--- src/plcrs_pkg.sv ---
package plcrs_pkg;

  // point count and system timing
  localparam int NPTS = 16;
  localparam int CLK_KHZ = 20000;
  localparam int TICK_MS = 1;
  localparam int TICK_CYC_DEF = CLK_KHZ * TICK_MS;

  // lamp half periods in milliseconds and in ticks
  localparam int STOP_HALF_MS = 2000;
  localparam int RUN_HALF_MS = 250;
  localparam int ERR_HALF_MS = 500;
  localparam logic [11:0] STOP_HALF_TK = 12'(STOP_HALF_MS / TICK_MS);
  localparam logic [11:0] RUN_HALF_TK = 12'(RUN_HALF_MS / TICK_MS);
  localparam logic [11:0] ERR_HALF_TK = 12'(ERR_HALF_MS / TICK_MS);

  // register offsets (byte addresses)
  localparam logic [7:0] OFS_CTRL = 8'h00;
  localparam logic [7:0] OFS_STATUS = 8'h04;
  localparam logic [7:0] OFS_IN_DIS = 8'h08;
  localparam logic [7:0] OFS_IN_FORCE = 8'h0C;
  localparam logic [7:0] OFS_OUT_DIS = 8'h10;
  localparam logic [7:0] OFS_OUT_FORCE = 8'h14;
  localparam logic [7:0] OFS_IRQ_STAT = 8'h18;
  localparam logic [7:0] OFS_IRQ_MASK = 8'h1C;
  localparam logic [7:0] OFS_IN_IMAGE = 8'h20;

  // control word bit positions
  localparam int CTRL_RUN = 0;
  localparam int CTRL_STOP = 1;
  localparam int CTRL_CLEAR = 2;
  localparam int CTRL_DIS_ALL = 3;
  localparam int CTRL_EN_ALL = 4;

  // interrupt bit positions
  localparam int IRQ_W = 3;
  localparam int IRQ_FAULT = 0;
  localparam int IRQ_MODE = 1;
  localparam int IRQ_REFUSE = 2;

  // error code shown on the low output lamps
  localparam int ERR_CODE_BITS = 4;

  // cycles to wait after reset for the pin synchronisers to fill
  localparam logic [1:0] BOOT_SYNC_CYC = 2'h2;

  // reset values
  localparam logic [31:0] RDATA_RST = 32'h0000_0000;
  localparam logic [NPTS-1:0] PTS_RST = 16'h0000;
  localparam logic [IRQ_W-1:0] IRQ_RST = 3'h0;

  typedef enum logic {MODE_STOP, MODE_RUN} plcrs_mode_t;
  typedef enum logic [1:0] {BOOT_WAIT, BOOT_LOAD, BOOT_DONE} plcrs_boot_t;

  typedef struct packed {
    logic evt;
    logic serious;
    logic [3:0] code;
  } plcrs_fault_t;

  typedef struct packed {
    logic [23:0] rsvd;
    logic cartridge;
    logic [3:0] code;
    logic serious;
    logic fault;
    logic running;
  } plcrs_status_t;

endpackage : plcrs_pkg

--- src/plcrs_blinker.sv ---
`timescale 1ns/1ps
`default_nettype none
module plcrs_blinker
  import plcrs_pkg::*;
(
  input wire logic clk_i,
  input wire logic rstn_i,
  input wire logic tick_i,
  input wire logic active_i,
  input wire logic steady_i,
  input wire logic [11:0] half_ms_i,
  output logic lamp_o
);

  logic [11:0] ms_cnt_r;
  logic phase_r;
  logic active_q_r;
  logic [11:0] half_q_r;
  logic restart;

  // a new mode restarts the pattern lit, so rate changes show at once
  assign restart = active_i && (!active_q_r || half_ms_i != half_q_r);

  // half period counter driven by the free tick, not by the scan
  always_ff @(posedge clk_i) begin
    if (!rstn_i) begin
      ms_cnt_r <= 12'h000;
      phase_r <= 1'b1;
      active_q_r <= 1'b0;
      half_q_r <= 12'h000;
    end else begin
      active_q_r <= active_i;
      half_q_r <= half_ms_i;
      if (!active_i || restart) begin
        ms_cnt_r <= 12'h000;
        phase_r <= 1'b1;
      end else if (tick_i) begin
        if (ms_cnt_r == half_ms_i - 12'h001) begin
          ms_cnt_r <= 12'h000;
          phase_r <= ~phase_r;
        end else begin
          ms_cnt_r <= ms_cnt_r + 12'h001;
        end
      end
    end
  end

  // lamp register: steady wins over blinking
  always_ff @(posedge clk_i) begin
    if (!rstn_i) begin
      lamp_o <= 1'b0;
    end else begin
      lamp_o <= steady_i | (active_i & phase_r);
    end
  end
endmodule : plcrs_blinker
`default_nettype wire

--- src/plcrs_supervisor.sv ---
// Functional notes
// - disable or enable points singly or all
// - disabled input image holds forced value
// - disabled output driven only from force
// - forced level applies to point immediately
// - enabled points follow pins and scan again
// - healthy stop: run lamp 2 s on/off
// - run state: run lamp 0.25 s on/off
// - run/stop change only by programmer command
// - commanded run/stop kept over power loss
// - good cartridge forces run at power-up
// - fault forces stop and lights fault lamp
// - minor fault: run resumes after power return
// - serious fault refuses run until cleared
// - power lamp off in low-voltage protection
// - fault lamp dark normally, 0.5 s flash
// - flashing: outputs 0-3 show error code
//
// The register offsets and the strobed register port were decided locally.
`timescale 1ns/1ps
`default_nettype none
module plcrs_supervisor
  import plcrs_pkg::*;
#(
  parameter int TICK_CYC = TICK_CYC_DEF
) (
  input wire logic clk_i,
  input wire logic rstn_i,
  input wire logic [7:0] reg_addr_i,
  input wire logic [31:0] reg_wdata_i,
  input wire logic reg_we_i,
  input wire logic reg_re_i,
  output logic [31:0] reg_rdata_o,
  input wire logic [NPTS-1:0] discrete_input_point_i,
  input wire logic [NPTS-1:0] scan_out_i,
  input wire plcrs_fault_t fault_i,
  input wire logic program_cartridge_i,
  input wire logic cartridge_syntax_ok_i,
  input wire logic retained_run_i,
  input wire logic lowv_prot_i,
  output logic [NPTS-1:0] in_image_o,
  output logic [NPTS-1:0] discrete_output_point_o,
  output logic retained_run_o,
  output logic retain_wr_o,
  output logic power_lamp_o,
  output logic run_lamp_o,
  output logic fault_lamp_o,
  output logic irq_o
);

  logic [NPTS-1:0] din_s1_r, din_s2_r;
  logic [3:0] pin_s1_r, pin_s2_r;
  logic cart_ok, ret_run, lowv;
  logic wr_ctrl, run_cmd, stop_cmd, clr_cmd, dis_all, en_all, run_ok;
  plcrs_boot_t boot_r;
  logic [1:0] boot_cnt_r;
  plcrs_mode_t mode_r, mode_d_r;
  logic fault_r, serious_r, flash, boot_done, fault_evt;
  logic [3:0] code_r;
  logic [NPTS-1:0] in_dis_r, in_force_r, out_dis_r, out_force_r;
  logic [IRQ_W-1:0] irq_stat_r, irq_mask_r, irq_ev;
  logic [14:0] tick_cnt_r;
  logic tick_r;
  plcrs_status_t status;

  // pin synchronisers; only the second stage is read by logic
  always_ff @(posedge clk_i) begin
    if (!rstn_i) begin
      din_s1_r <= PTS_RST;
      din_s2_r <= PTS_RST;
      pin_s1_r <= 4'h0;
      pin_s2_r <= 4'h0;
    end else begin
      din_s1_r <= discrete_input_point_i;
      din_s2_r <= din_s1_r;
      pin_s1_r <= {lowv_prot_i, retained_run_i, cartridge_syntax_ok_i,
                   program_cartridge_i};
      pin_s2_r <= pin_s1_r;
    end
  end

  assign cart_ok = pin_s2_r[0] & pin_s2_r[1];
  assign ret_run = pin_s2_r[2];
  assign lowv = pin_s2_r[3];

  // command decode from the control word
  assign wr_ctrl = reg_we_i && reg_addr_i == OFS_CTRL;
  assign run_cmd = wr_ctrl && reg_wdata_i[CTRL_RUN];
  assign stop_cmd = wr_ctrl && reg_wdata_i[CTRL_STOP];
  assign clr_cmd = wr_ctrl && reg_wdata_i[CTRL_CLEAR];
  assign dis_all = wr_ctrl && reg_wdata_i[CTRL_DIS_ALL];
  assign en_all = wr_ctrl && reg_wdata_i[CTRL_EN_ALL];
  assign boot_done = boot_r == BOOT_DONE;
  assign run_ok = boot_done && run_cmd && !serious_r;
  assign fault_evt = boot_done && fault_i.evt;
  assign flash = fault_r && code_r != 4'h0;

  // boot sequence: strap pins are read only once the synchronisers fill
  always_ff @(posedge clk_i) begin
    if (!rstn_i) begin
      boot_r <= BOOT_WAIT;
      boot_cnt_r <= 2'h0;
    end else begin
      case (boot_r)
        BOOT_WAIT: begin
          boot_cnt_r <= boot_cnt_r + 2'h1;
          if (boot_cnt_r == BOOT_SYNC_CYC - 2'h1) begin
            boot_r <= BOOT_LOAD;
          end
        end
        BOOT_LOAD: boot_r <= BOOT_DONE;
        BOOT_DONE: boot_r <= BOOT_DONE;
        default: boot_r <= BOOT_WAIT;
      endcase
    end
  end

  // operating mode: fault beats stop beats run
  always_ff @(posedge clk_i) begin
    if (!rstn_i) begin
      mode_r <= MODE_STOP;
      mode_d_r <= MODE_STOP;
    end else begin
      mode_d_r <= mode_r;
      if (boot_r == BOOT_LOAD) begin
        mode_r <= (cart_ok || ret_run) ? MODE_RUN : MODE_STOP;
      end else if (fault_evt) begin
        mode_r <= MODE_STOP;
      end else if (boot_done && stop_cmd) begin
        mode_r <= MODE_STOP;
      end else if (run_ok) begin
        mode_r <= MODE_RUN;
      end
    end
  end

  // retained state: a minor fault leaves the stored run in place
  always_ff @(posedge clk_i) begin
    if (!rstn_i) begin
      retained_run_o <= 1'b0;
      retain_wr_o <= 1'b0;
    end else begin
      retain_wr_o <= 1'b0;
      if (boot_r == BOOT_LOAD) begin
        retained_run_o <= ret_run;
      end else if (fault_evt) begin
        if (fault_i.serious) begin
          retained_run_o <= 1'b0;
          retain_wr_o <= 1'b1;
        end
      end else if (boot_done && stop_cmd) begin
        retained_run_o <= 1'b0;
        retain_wr_o <= 1'b1;
      end else if (run_ok) begin
        retained_run_o <= 1'b1;
        retain_wr_o <= 1'b1;
      end
    end
  end

  // fault record; a new fault wins over a clear in the same cycle
  always_ff @(posedge clk_i) begin
    if (!rstn_i) begin
      fault_r <= 1'b0;
      serious_r <= 1'b0;
      code_r <= 4'h0;
    end else if (fault_evt) begin
      fault_r <= 1'b1;
      serious_r <= serious_r | fault_i.serious;
      code_r <= fault_i.code;
    end else if (clr_cmd) begin
      fault_r <= 1'b0;
      serious_r <= 1'b0;
      code_r <= 4'h0;
    end else if (run_ok) begin
      fault_r <= 1'b0;
      code_r <= 4'h0;
    end
  end

  // disable flags, cleared at reset so every point starts enabled
  always_ff @(posedge clk_i) begin
    if (!rstn_i) begin
      in_dis_r <= PTS_RST;
      out_dis_r <= PTS_RST;
    end else if (dis_all) begin
      in_dis_r <= '1;
      out_dis_r <= '1;
    end else if (en_all) begin
      in_dis_r <= PTS_RST;
      out_dis_r <= PTS_RST;
    end else if (reg_we_i && reg_addr_i == OFS_IN_DIS) begin
      in_dis_r <= reg_wdata_i[NPTS-1:0];
    end else if (reg_we_i && reg_addr_i == OFS_OUT_DIS) begin
      out_dis_r <= reg_wdata_i[NPTS-1:0];
    end
  end

  // forced levels
  always_ff @(posedge clk_i) begin
    if (!rstn_i) begin
      in_force_r <= PTS_RST;
      out_force_r <= PTS_RST;
    end else if (reg_we_i && reg_addr_i == OFS_IN_FORCE) begin
      in_force_r <= reg_wdata_i[NPTS-1:0];
    end else if (reg_we_i && reg_addr_i == OFS_OUT_FORCE) begin
      out_force_r <= reg_wdata_i[NPTS-1:0];
    end
  end

  // per point image and drive; the low lamps carry the error code
  for (genvar i = 0; i < NPTS; i++) begin : g_pt
    always_ff @(posedge clk_i) begin
      if (!rstn_i) begin
        in_image_o[i] <= 1'b0;
      end else begin
        in_image_o[i] <= in_dis_r[i] ? in_force_r[i] : din_s2_r[i];
      end
    end
    if (i < ERR_CODE_BITS) begin : g_code
      always_ff @(posedge clk_i) begin
        if (!rstn_i) begin
          discrete_output_point_o[i] <= 1'b0;
        end else if (flash) begin
          discrete_output_point_o[i] <= code_r[i];
        end else begin
          discrete_output_point_o[i] <= out_dis_r[i] ? out_force_r[i]
                                                     : scan_out_i[i];
        end
      end
    end else begin : g_plain
      always_ff @(posedge clk_i) begin
        if (!rstn_i) begin
          discrete_output_point_o[i] <= 1'b0;
        end else begin
          discrete_output_point_o[i] <= out_dis_r[i] ? out_force_r[i]
                                                     : scan_out_i[i];
        end
      end
    end
  end

  // power lamp follows the synchronised protection pin
  always_ff @(posedge clk_i) begin
    if (!rstn_i) begin
      power_lamp_o <= 1'b0;
    end else begin
      power_lamp_o <= !lowv;
    end
  end

  // free millisecond tick, independent of the scan time
  always_ff @(posedge clk_i) begin
    if (!rstn_i) begin
      tick_cnt_r <= 15'h0000;
      tick_r <= 1'b0;
    end else if (tick_cnt_r == 15'(TICK_CYC - 1)) begin
      tick_cnt_r <= 15'h0000;
      tick_r <= 1'b1;
    end else begin
      tick_cnt_r <= tick_cnt_r + 15'h0001;
      tick_r <= 1'b0;
    end
  end

  // run lamp dark while a fault stands; rate picked by the mode
  plcrs_blinker u_run_lamp (
    .clk_i(clk_i),
    .rstn_i(rstn_i),
    .tick_i(tick_r),
    .active_i(boot_done && !fault_r),
    .steady_i(1'b0),
    .half_ms_i(mode_r == MODE_RUN ? RUN_HALF_TK : STOP_HALF_TK),
    .lamp_o(run_lamp_o)
  );

  // fault lamp: steady for a plain fault, flashing with an error code
  plcrs_blinker u_fault_lamp (
    .clk_i(clk_i),
    .rstn_i(rstn_i),
    .tick_i(tick_r),
    .active_i(flash),
    .steady_i(fault_r && !flash),
    .half_ms_i(ERR_HALF_TK),
    .lamp_o(fault_lamp_o)
  );

  // sticky events, set wins over the write-one clear
  assign irq_ev = {run_cmd && boot_done && serious_r, mode_r != mode_d_r,
                   fault_evt};
  always_ff @(posedge clk_i) begin
    if (!rstn_i) begin
      irq_stat_r <= IRQ_RST;
      irq_mask_r <= IRQ_RST;
      irq_o <= 1'b0;
    end else begin
      if (reg_we_i && reg_addr_i == OFS_IRQ_STAT) begin
        irq_stat_r <= (irq_stat_r & ~reg_wdata_i[IRQ_W-1:0]) | irq_ev;
      end else begin
        irq_stat_r <= irq_stat_r | irq_ev;
      end
      if (reg_we_i && reg_addr_i == OFS_IRQ_MASK) begin
        irq_mask_r <= reg_wdata_i[IRQ_W-1:0];
      end
      irq_o <= |(irq_stat_r & irq_mask_r);
    end
  end

  // status word
  always_comb begin
    status = '0;
    status.running = mode_r == MODE_RUN;
    status.fault = fault_r;
    status.serious = serious_r;
    status.code = code_r;
    status.cartridge = cart_ok;
  end

  // read data stand for one cycle only; unmapped reads give zero
  always_ff @(posedge clk_i) begin
    if (!rstn_i) begin
      reg_rdata_o <= RDATA_RST;
    end else if (reg_re_i) begin
      case (reg_addr_i)
        OFS_STATUS: reg_rdata_o <= status;
        OFS_IN_DIS: reg_rdata_o <= {16'h0000, in_dis_r};
        OFS_IN_FORCE: reg_rdata_o <= {16'h0000, in_force_r};
        OFS_OUT_DIS: reg_rdata_o <= {16'h0000, out_dis_r};
        OFS_OUT_FORCE: reg_rdata_o <= {16'h0000, out_force_r};
        OFS_IRQ_STAT: reg_rdata_o <= {29'h0000_0000, irq_stat_r};
        OFS_IRQ_MASK: reg_rdata_o <= {29'h0000_0000, irq_mask_r};
        OFS_IN_IMAGE: reg_rdata_o <= {16'h0000, in_image_o};
        default: reg_rdata_o <= RDATA_RST;
      endcase
    end else begin
      reg_rdata_o <= RDATA_RST;
    end
  end
endmodule : plcrs_supervisor
`default_nettype wire

--- config.mk ---
export PLATFORM = sky130hd
export DESIGN_NAME = plcrs_supervisor
export DESIGN_NICKNAME = d
export VERILOG_FILES = /design/src/plcrs_pkg.sv /design/src/plcrs_blinker.sv /design/src/plcrs_supervisor.sv
export SDC_FILE = /design/constraint.sdc
export NUM_CORES = 1
export LEC_CHECK = 0
export BUFFER_PORTS_ARGS = -buffer_cell sky130_fd_sc_hd__buf_4
export CORE_MARGIN = 5
export CORE_UTILIZATION = 55
export CTS_CLUSTER_DIAMETER = 80
export DETAILED_ROUTE_END_ITERATION = 16
export PLACE_DENSITY = 0.8
export SYNTH_ARGS = -nofsm -noshare
export SYNTH_HDL_FRONTEND = slang
export SYNTH_HIERARCHICAL = 1
export SYNTH_SLANG_ARGS = --single-unit
--- constraint.sdc ---
create_clock -name clk_i -period 4.7 [get_ports clk_i]
set_clock_uncertainty 0.2 [all_clocks]
set_input_delay 0 -clock clk_i [delete_from_list [all_inputs] [get_ports clk_i]]
set_output_delay 0 -clock clk_i [all_outputs]
set_load 0.01 [all_outputs]
==> key figures <==
Timing
  – Final hold viol count: 0
  – Fmax: between 0.3 and 0.4 GHz
  – Worst slew pin tran: 1.08 ns
  – RSZ-0062 raised after global routing: no
  – Slew Viols, Final: 0
  – Slew headroom: 0.280
  – Fin crit share: 0.684
  – Final min period: ~3.2 ns
  – Final Setup Violations: 0
  – Setup_tns: 0 ns

Global routing
  – Initial antenna violation count: 0
  – Total global routing overflow: 0
  – Overall Global Routing Usage: 0.243
  – Largest net degree at the start of global routing: 62
  – Vias in the first global route: 8883
  – Global-route wire length before repair: approximately 44000 um

Floorplanning
  – Core area: 19300 sq um
  – Die X-Extent: approximately 150 um
  – Starting density of the core: 0.553
  – Row cnt: 51
  – Die Y: roughly 150 um
  – DIE AREA: 22300 sq um
  – I/O pin cnt: around 160

Power
  – Max VDD drop: approximately 280 uV
  – Sequential cell fraction of total power: 0.455
  – Leakage: 5.41 nW
  – Clock Power Share: 0.438
  – Sw Ratio: 0.236
  – Internal: between 3 and 4 mW
  – Comb pwr share: 0.107
  – Power Dens Cells: between 300 and 400 nW/um^2
  – P_sw: around 1.1 mW

Routing
  – Initial drt markers: 645
  – Detailed-route via count: 9000
  – WL final: 27900 um
  – DRT Pass-1 Iters: 5
  – Remaining antenna violation count after routing: 0
  – DRC violations left: 0
  – Vias per std cell: between 5 and 6
  – Mean routed wirelength per cell: approximately 17 um

Clocking
  – Setup Fix Bufs, Post-CTS: 0
  – CTS tree: built
  – Clock-pin slew on the worst setup and hold paths: about 0.060 ns
  – Inserted Clock Buffers: 25
  – CTS resizes: 0
  – Clk root buf: clkbuf_16
  – CTS Sinks: approximately 240
  – Worst-Skew Late Latency: approximately 0.52 ns
  – CTS max path bufs: 3
  – H-tree levels: 1

Worst setup path
  – Critical Path Max Stage Delay: around 0.95 ns
  – Max stage delay cell, worst path: dfxtp_1
  – WS Path Type: flip-flop to flip-flop
  – Reg2Reg Setup Slack: 1.48 ns
  – Critical path peak fanout: 25
  – Worst path top cell family by delay: flip-flops
  – Worst Reg-to-Reg Cells: 9
  – CP Cell Sequence: inv_1 > ha_1 > xnor2_1 > a211oi_1 > o211ai_1 > nor4b_4 > nand4_4 > o21ai_1 > or3b_1
  – Worst EP arrival: about 3.4 ns
  – Buf+Inv Stages, Crit Path: 1
  – Worst EP required: between 4 and 5 ns
  – CP startpoint kind: flip-flop
  – Worst reg2reg startpoint: mode_r
  – Worst R2R End: u_run_lamp/phase_r
  – Critical Path End Type: flip-flop

Finish
  – Nets: 1431
  – Synthesis-to-layout area growth: 27.6%
  – Fill cells: between 1000 and 1500
  – Final core area utilization: 0.706
  – # diodes: 0
  – Share of post-route cells with drive strength above 1: 0.174
  – Final non-filler cell total: 1618

Hold path
  – Hold path depth: 3
  – Hold EP: pin_s1_r[3]
  – Hold crit path type: input pin to flip-flop
  – Hold Crit Start: lowv_prot_i

Placed design
  – Placed insts: 1492
  – DPL Wire Length: roughly 18000 um
  – Port bufs: roughly 120
  – RePlAce Congestion: around 0.88

Run status
  – Status: completed

Yosys
  – Post-Syn Area: between 10000 and 15000 sq um
  – Number of synthesized flops with an enable pin: 0
  – Gate Count Post-Synth: between 1000 and 1500
  – Yosys top cell area share: 0.458
  – Post-synth top cells: dfxtp_1, nor2_1, and2_1
  – Post-synth top flop: dfxtp_1
  – Ys async rst share: 0
  – #FFs+latches synth: ~240
  – Sequential fraction of the synthesis area: 0.458
  – Mean area per synthesized cell: a little under 10 sq um
  – Top cells by area, synth: dfxtp_1, mux2i_1, and2_1
  – Yosys warns: 6
  – Yosys cell types: between 70 and 80
  – Most numerous cell in the Yosys netlist: dfxtp_1
  – Post-synth top area cell: dfxtp_1

Flow run
  – MaxCap Viol Count: 0
==> cell type report <==
| type | instances | area, sq um | area share |
|---|---|---|---|
| repair buffers | 213 | 1800 | 0.132 |
| clock buffers | 30 | 664 | 0.0488 |
| inverters | 23 | 86.3 | 0.00634 |
| well taps | 265 | 332 | 0.0244 |
| multi-input cells | 828 | 5620 | 0.413 |
| clock inverters | 15 | 221 | 0.0163 |
| flip-flops and latches | 244 | 4880 | 0.359 |
==> worst min-delay path, delay by kind of cell <==
| kind | cells | cell delay, ns |
|---|---|---|
| AND/OR/NAND/NOR | 1 | 0.11 |
| buffers and inverters | 2 | 0.61 |
==> stage by stage <==
stage               setup WS (ns)  area [sq um]  hold slack, ns  total power, mW
global route                 1.21         13600          0.0419             4.99
CTS                          1.50         13600          0.0259             4.82
global placement             1.61         11900         0.00975             2.66
floorplan                    2.10         10900         -0.0727             2.53
finish                       1.48         13600          0.0264             4.82
detailed placement           1.50         11900          0.0106             2.67
==> registers in the layout (all words and copies together), names as in the netlist, 2 cells and up <==
name                     cells
in_force_r                  16
tick_cnt_r                  15
out_force_r                 16
out_dis_r                   16
boot_cnt_r                   2
u_fault_lamp/half_q_r       12
pin_s2_r                     4
u_fault_lamp/ms_cnt_r       12
din_s2_r                    16
reg_rdata_o                 16
irq_stat_r                   3
din_s1_r                    16
code_r                       4
in_dis_r                    16
boot_r                       2
irq_mask_r                   3
in_image_o                  16
u_run_lamp/ms_cnt_r         12
u_run_lamp/half_q_r         12
discrete_output_point_o     16
pin_s1_r                     4
==> cell families (layout without fill, tap and decap cells) <==
kind of cell	after synthesis	after routing	share of synthesized area
flip-flops	244	244	0.458
adder cells (fa/ha/maj)	10	10	0.0117
multiplexers	79	79	0.0771
other	2	77	0.000704
XOR/XNOR	84	84	0.0690
AND/OR/NAND/NOR	411	411	0.212
buffers and inverters	95	281	0.0439
AO/OA/AOI/OAI	167	167	0.128
==> power groups by stage <==
stage | Combinational [mW] | Sequential [mW] | Clock (mW)
floorplan | 0.303 | 2.23 | 0
global placement | 0.423 | 2.23 | 0
detailed placement | 0.438 | 2.23 | 0
CTS | 0.501 | 2.19 | 2.13
global route | 0.570 | 2.20 | 2.22
finish | 0.517 | 2.19 | 2.11
==> layout by cell type, fill, tap and decap left out, drive strengths merged, types with 6 or more instances in the layout <==
cell type / synthesis / routed
dfxtp: 244 / 244
nor2: 138 / 138
and2: 87 / 87
nand3: 20 / 20
a22o: 11 / 11
nand4: 25 / 25
a22oi: 25 / 25
nand3b: 6 / 6
clkbuf: 39 / 30
and3: 6 / 6
conb: 2 / 77
xnor2: 50 / 50
o221a: 29 / 29
nor4: 10 / 10
buf: 33 / 132
dlygate4sd3: 0 / 81
inv: 22 / 24
ha: 10 / 10
or4b: 7 / 7
o21ai: 13 / 13
mux2i: 72 / 72
xor2: 34 / 34
nor3: 21 / 21
a21oi: 39 / 39
nand2b: 7 / 7
nand2: 50 / 50
o22a: 9 / 9
nor2b: 6 / 6
or4: 10 / 10
==> worst max path at each step <==
| stage | startpoint | endpoint | slack [ns] | cells after the start |
|---|---|---|---|---|
| after floorplan | mode_r | u_run_lamp/phase_r | 2.10 | 6 |
| after global placement | mode_r | u_run_lamp/phase_r | 1.61 | 9 |
| after detailed placement | mode_r | u_run_lamp/phase_r | 1.50 | 9 |
| after CTS | mode_r | u_run_lamp/phase_r | 1.50 | 9 |
| after global routing | mode_r | u_run_lamp/phase_r | 1.21 | 9 |
| final | mode_r | u_run_lamp/phase_r | 1.48 | 9 |
==> repair_timing <==
item | CTS | global route
hold endpoints to repair | 148 | 0
hold buffers | 81 | 0
endpoints found under the setup margin | 0 | 0
==> metal layers <==
metal,global-route usage,wire [um],vias to the layer above
li1,-,-,4239
met1,0.301,11000,4270
met2,0.425,13800,400
met3,0.0346,1950,91
met4,0.104,1080,0
met5,0,0,-
No activity file was read; power rests on OpenSTA's default activity.
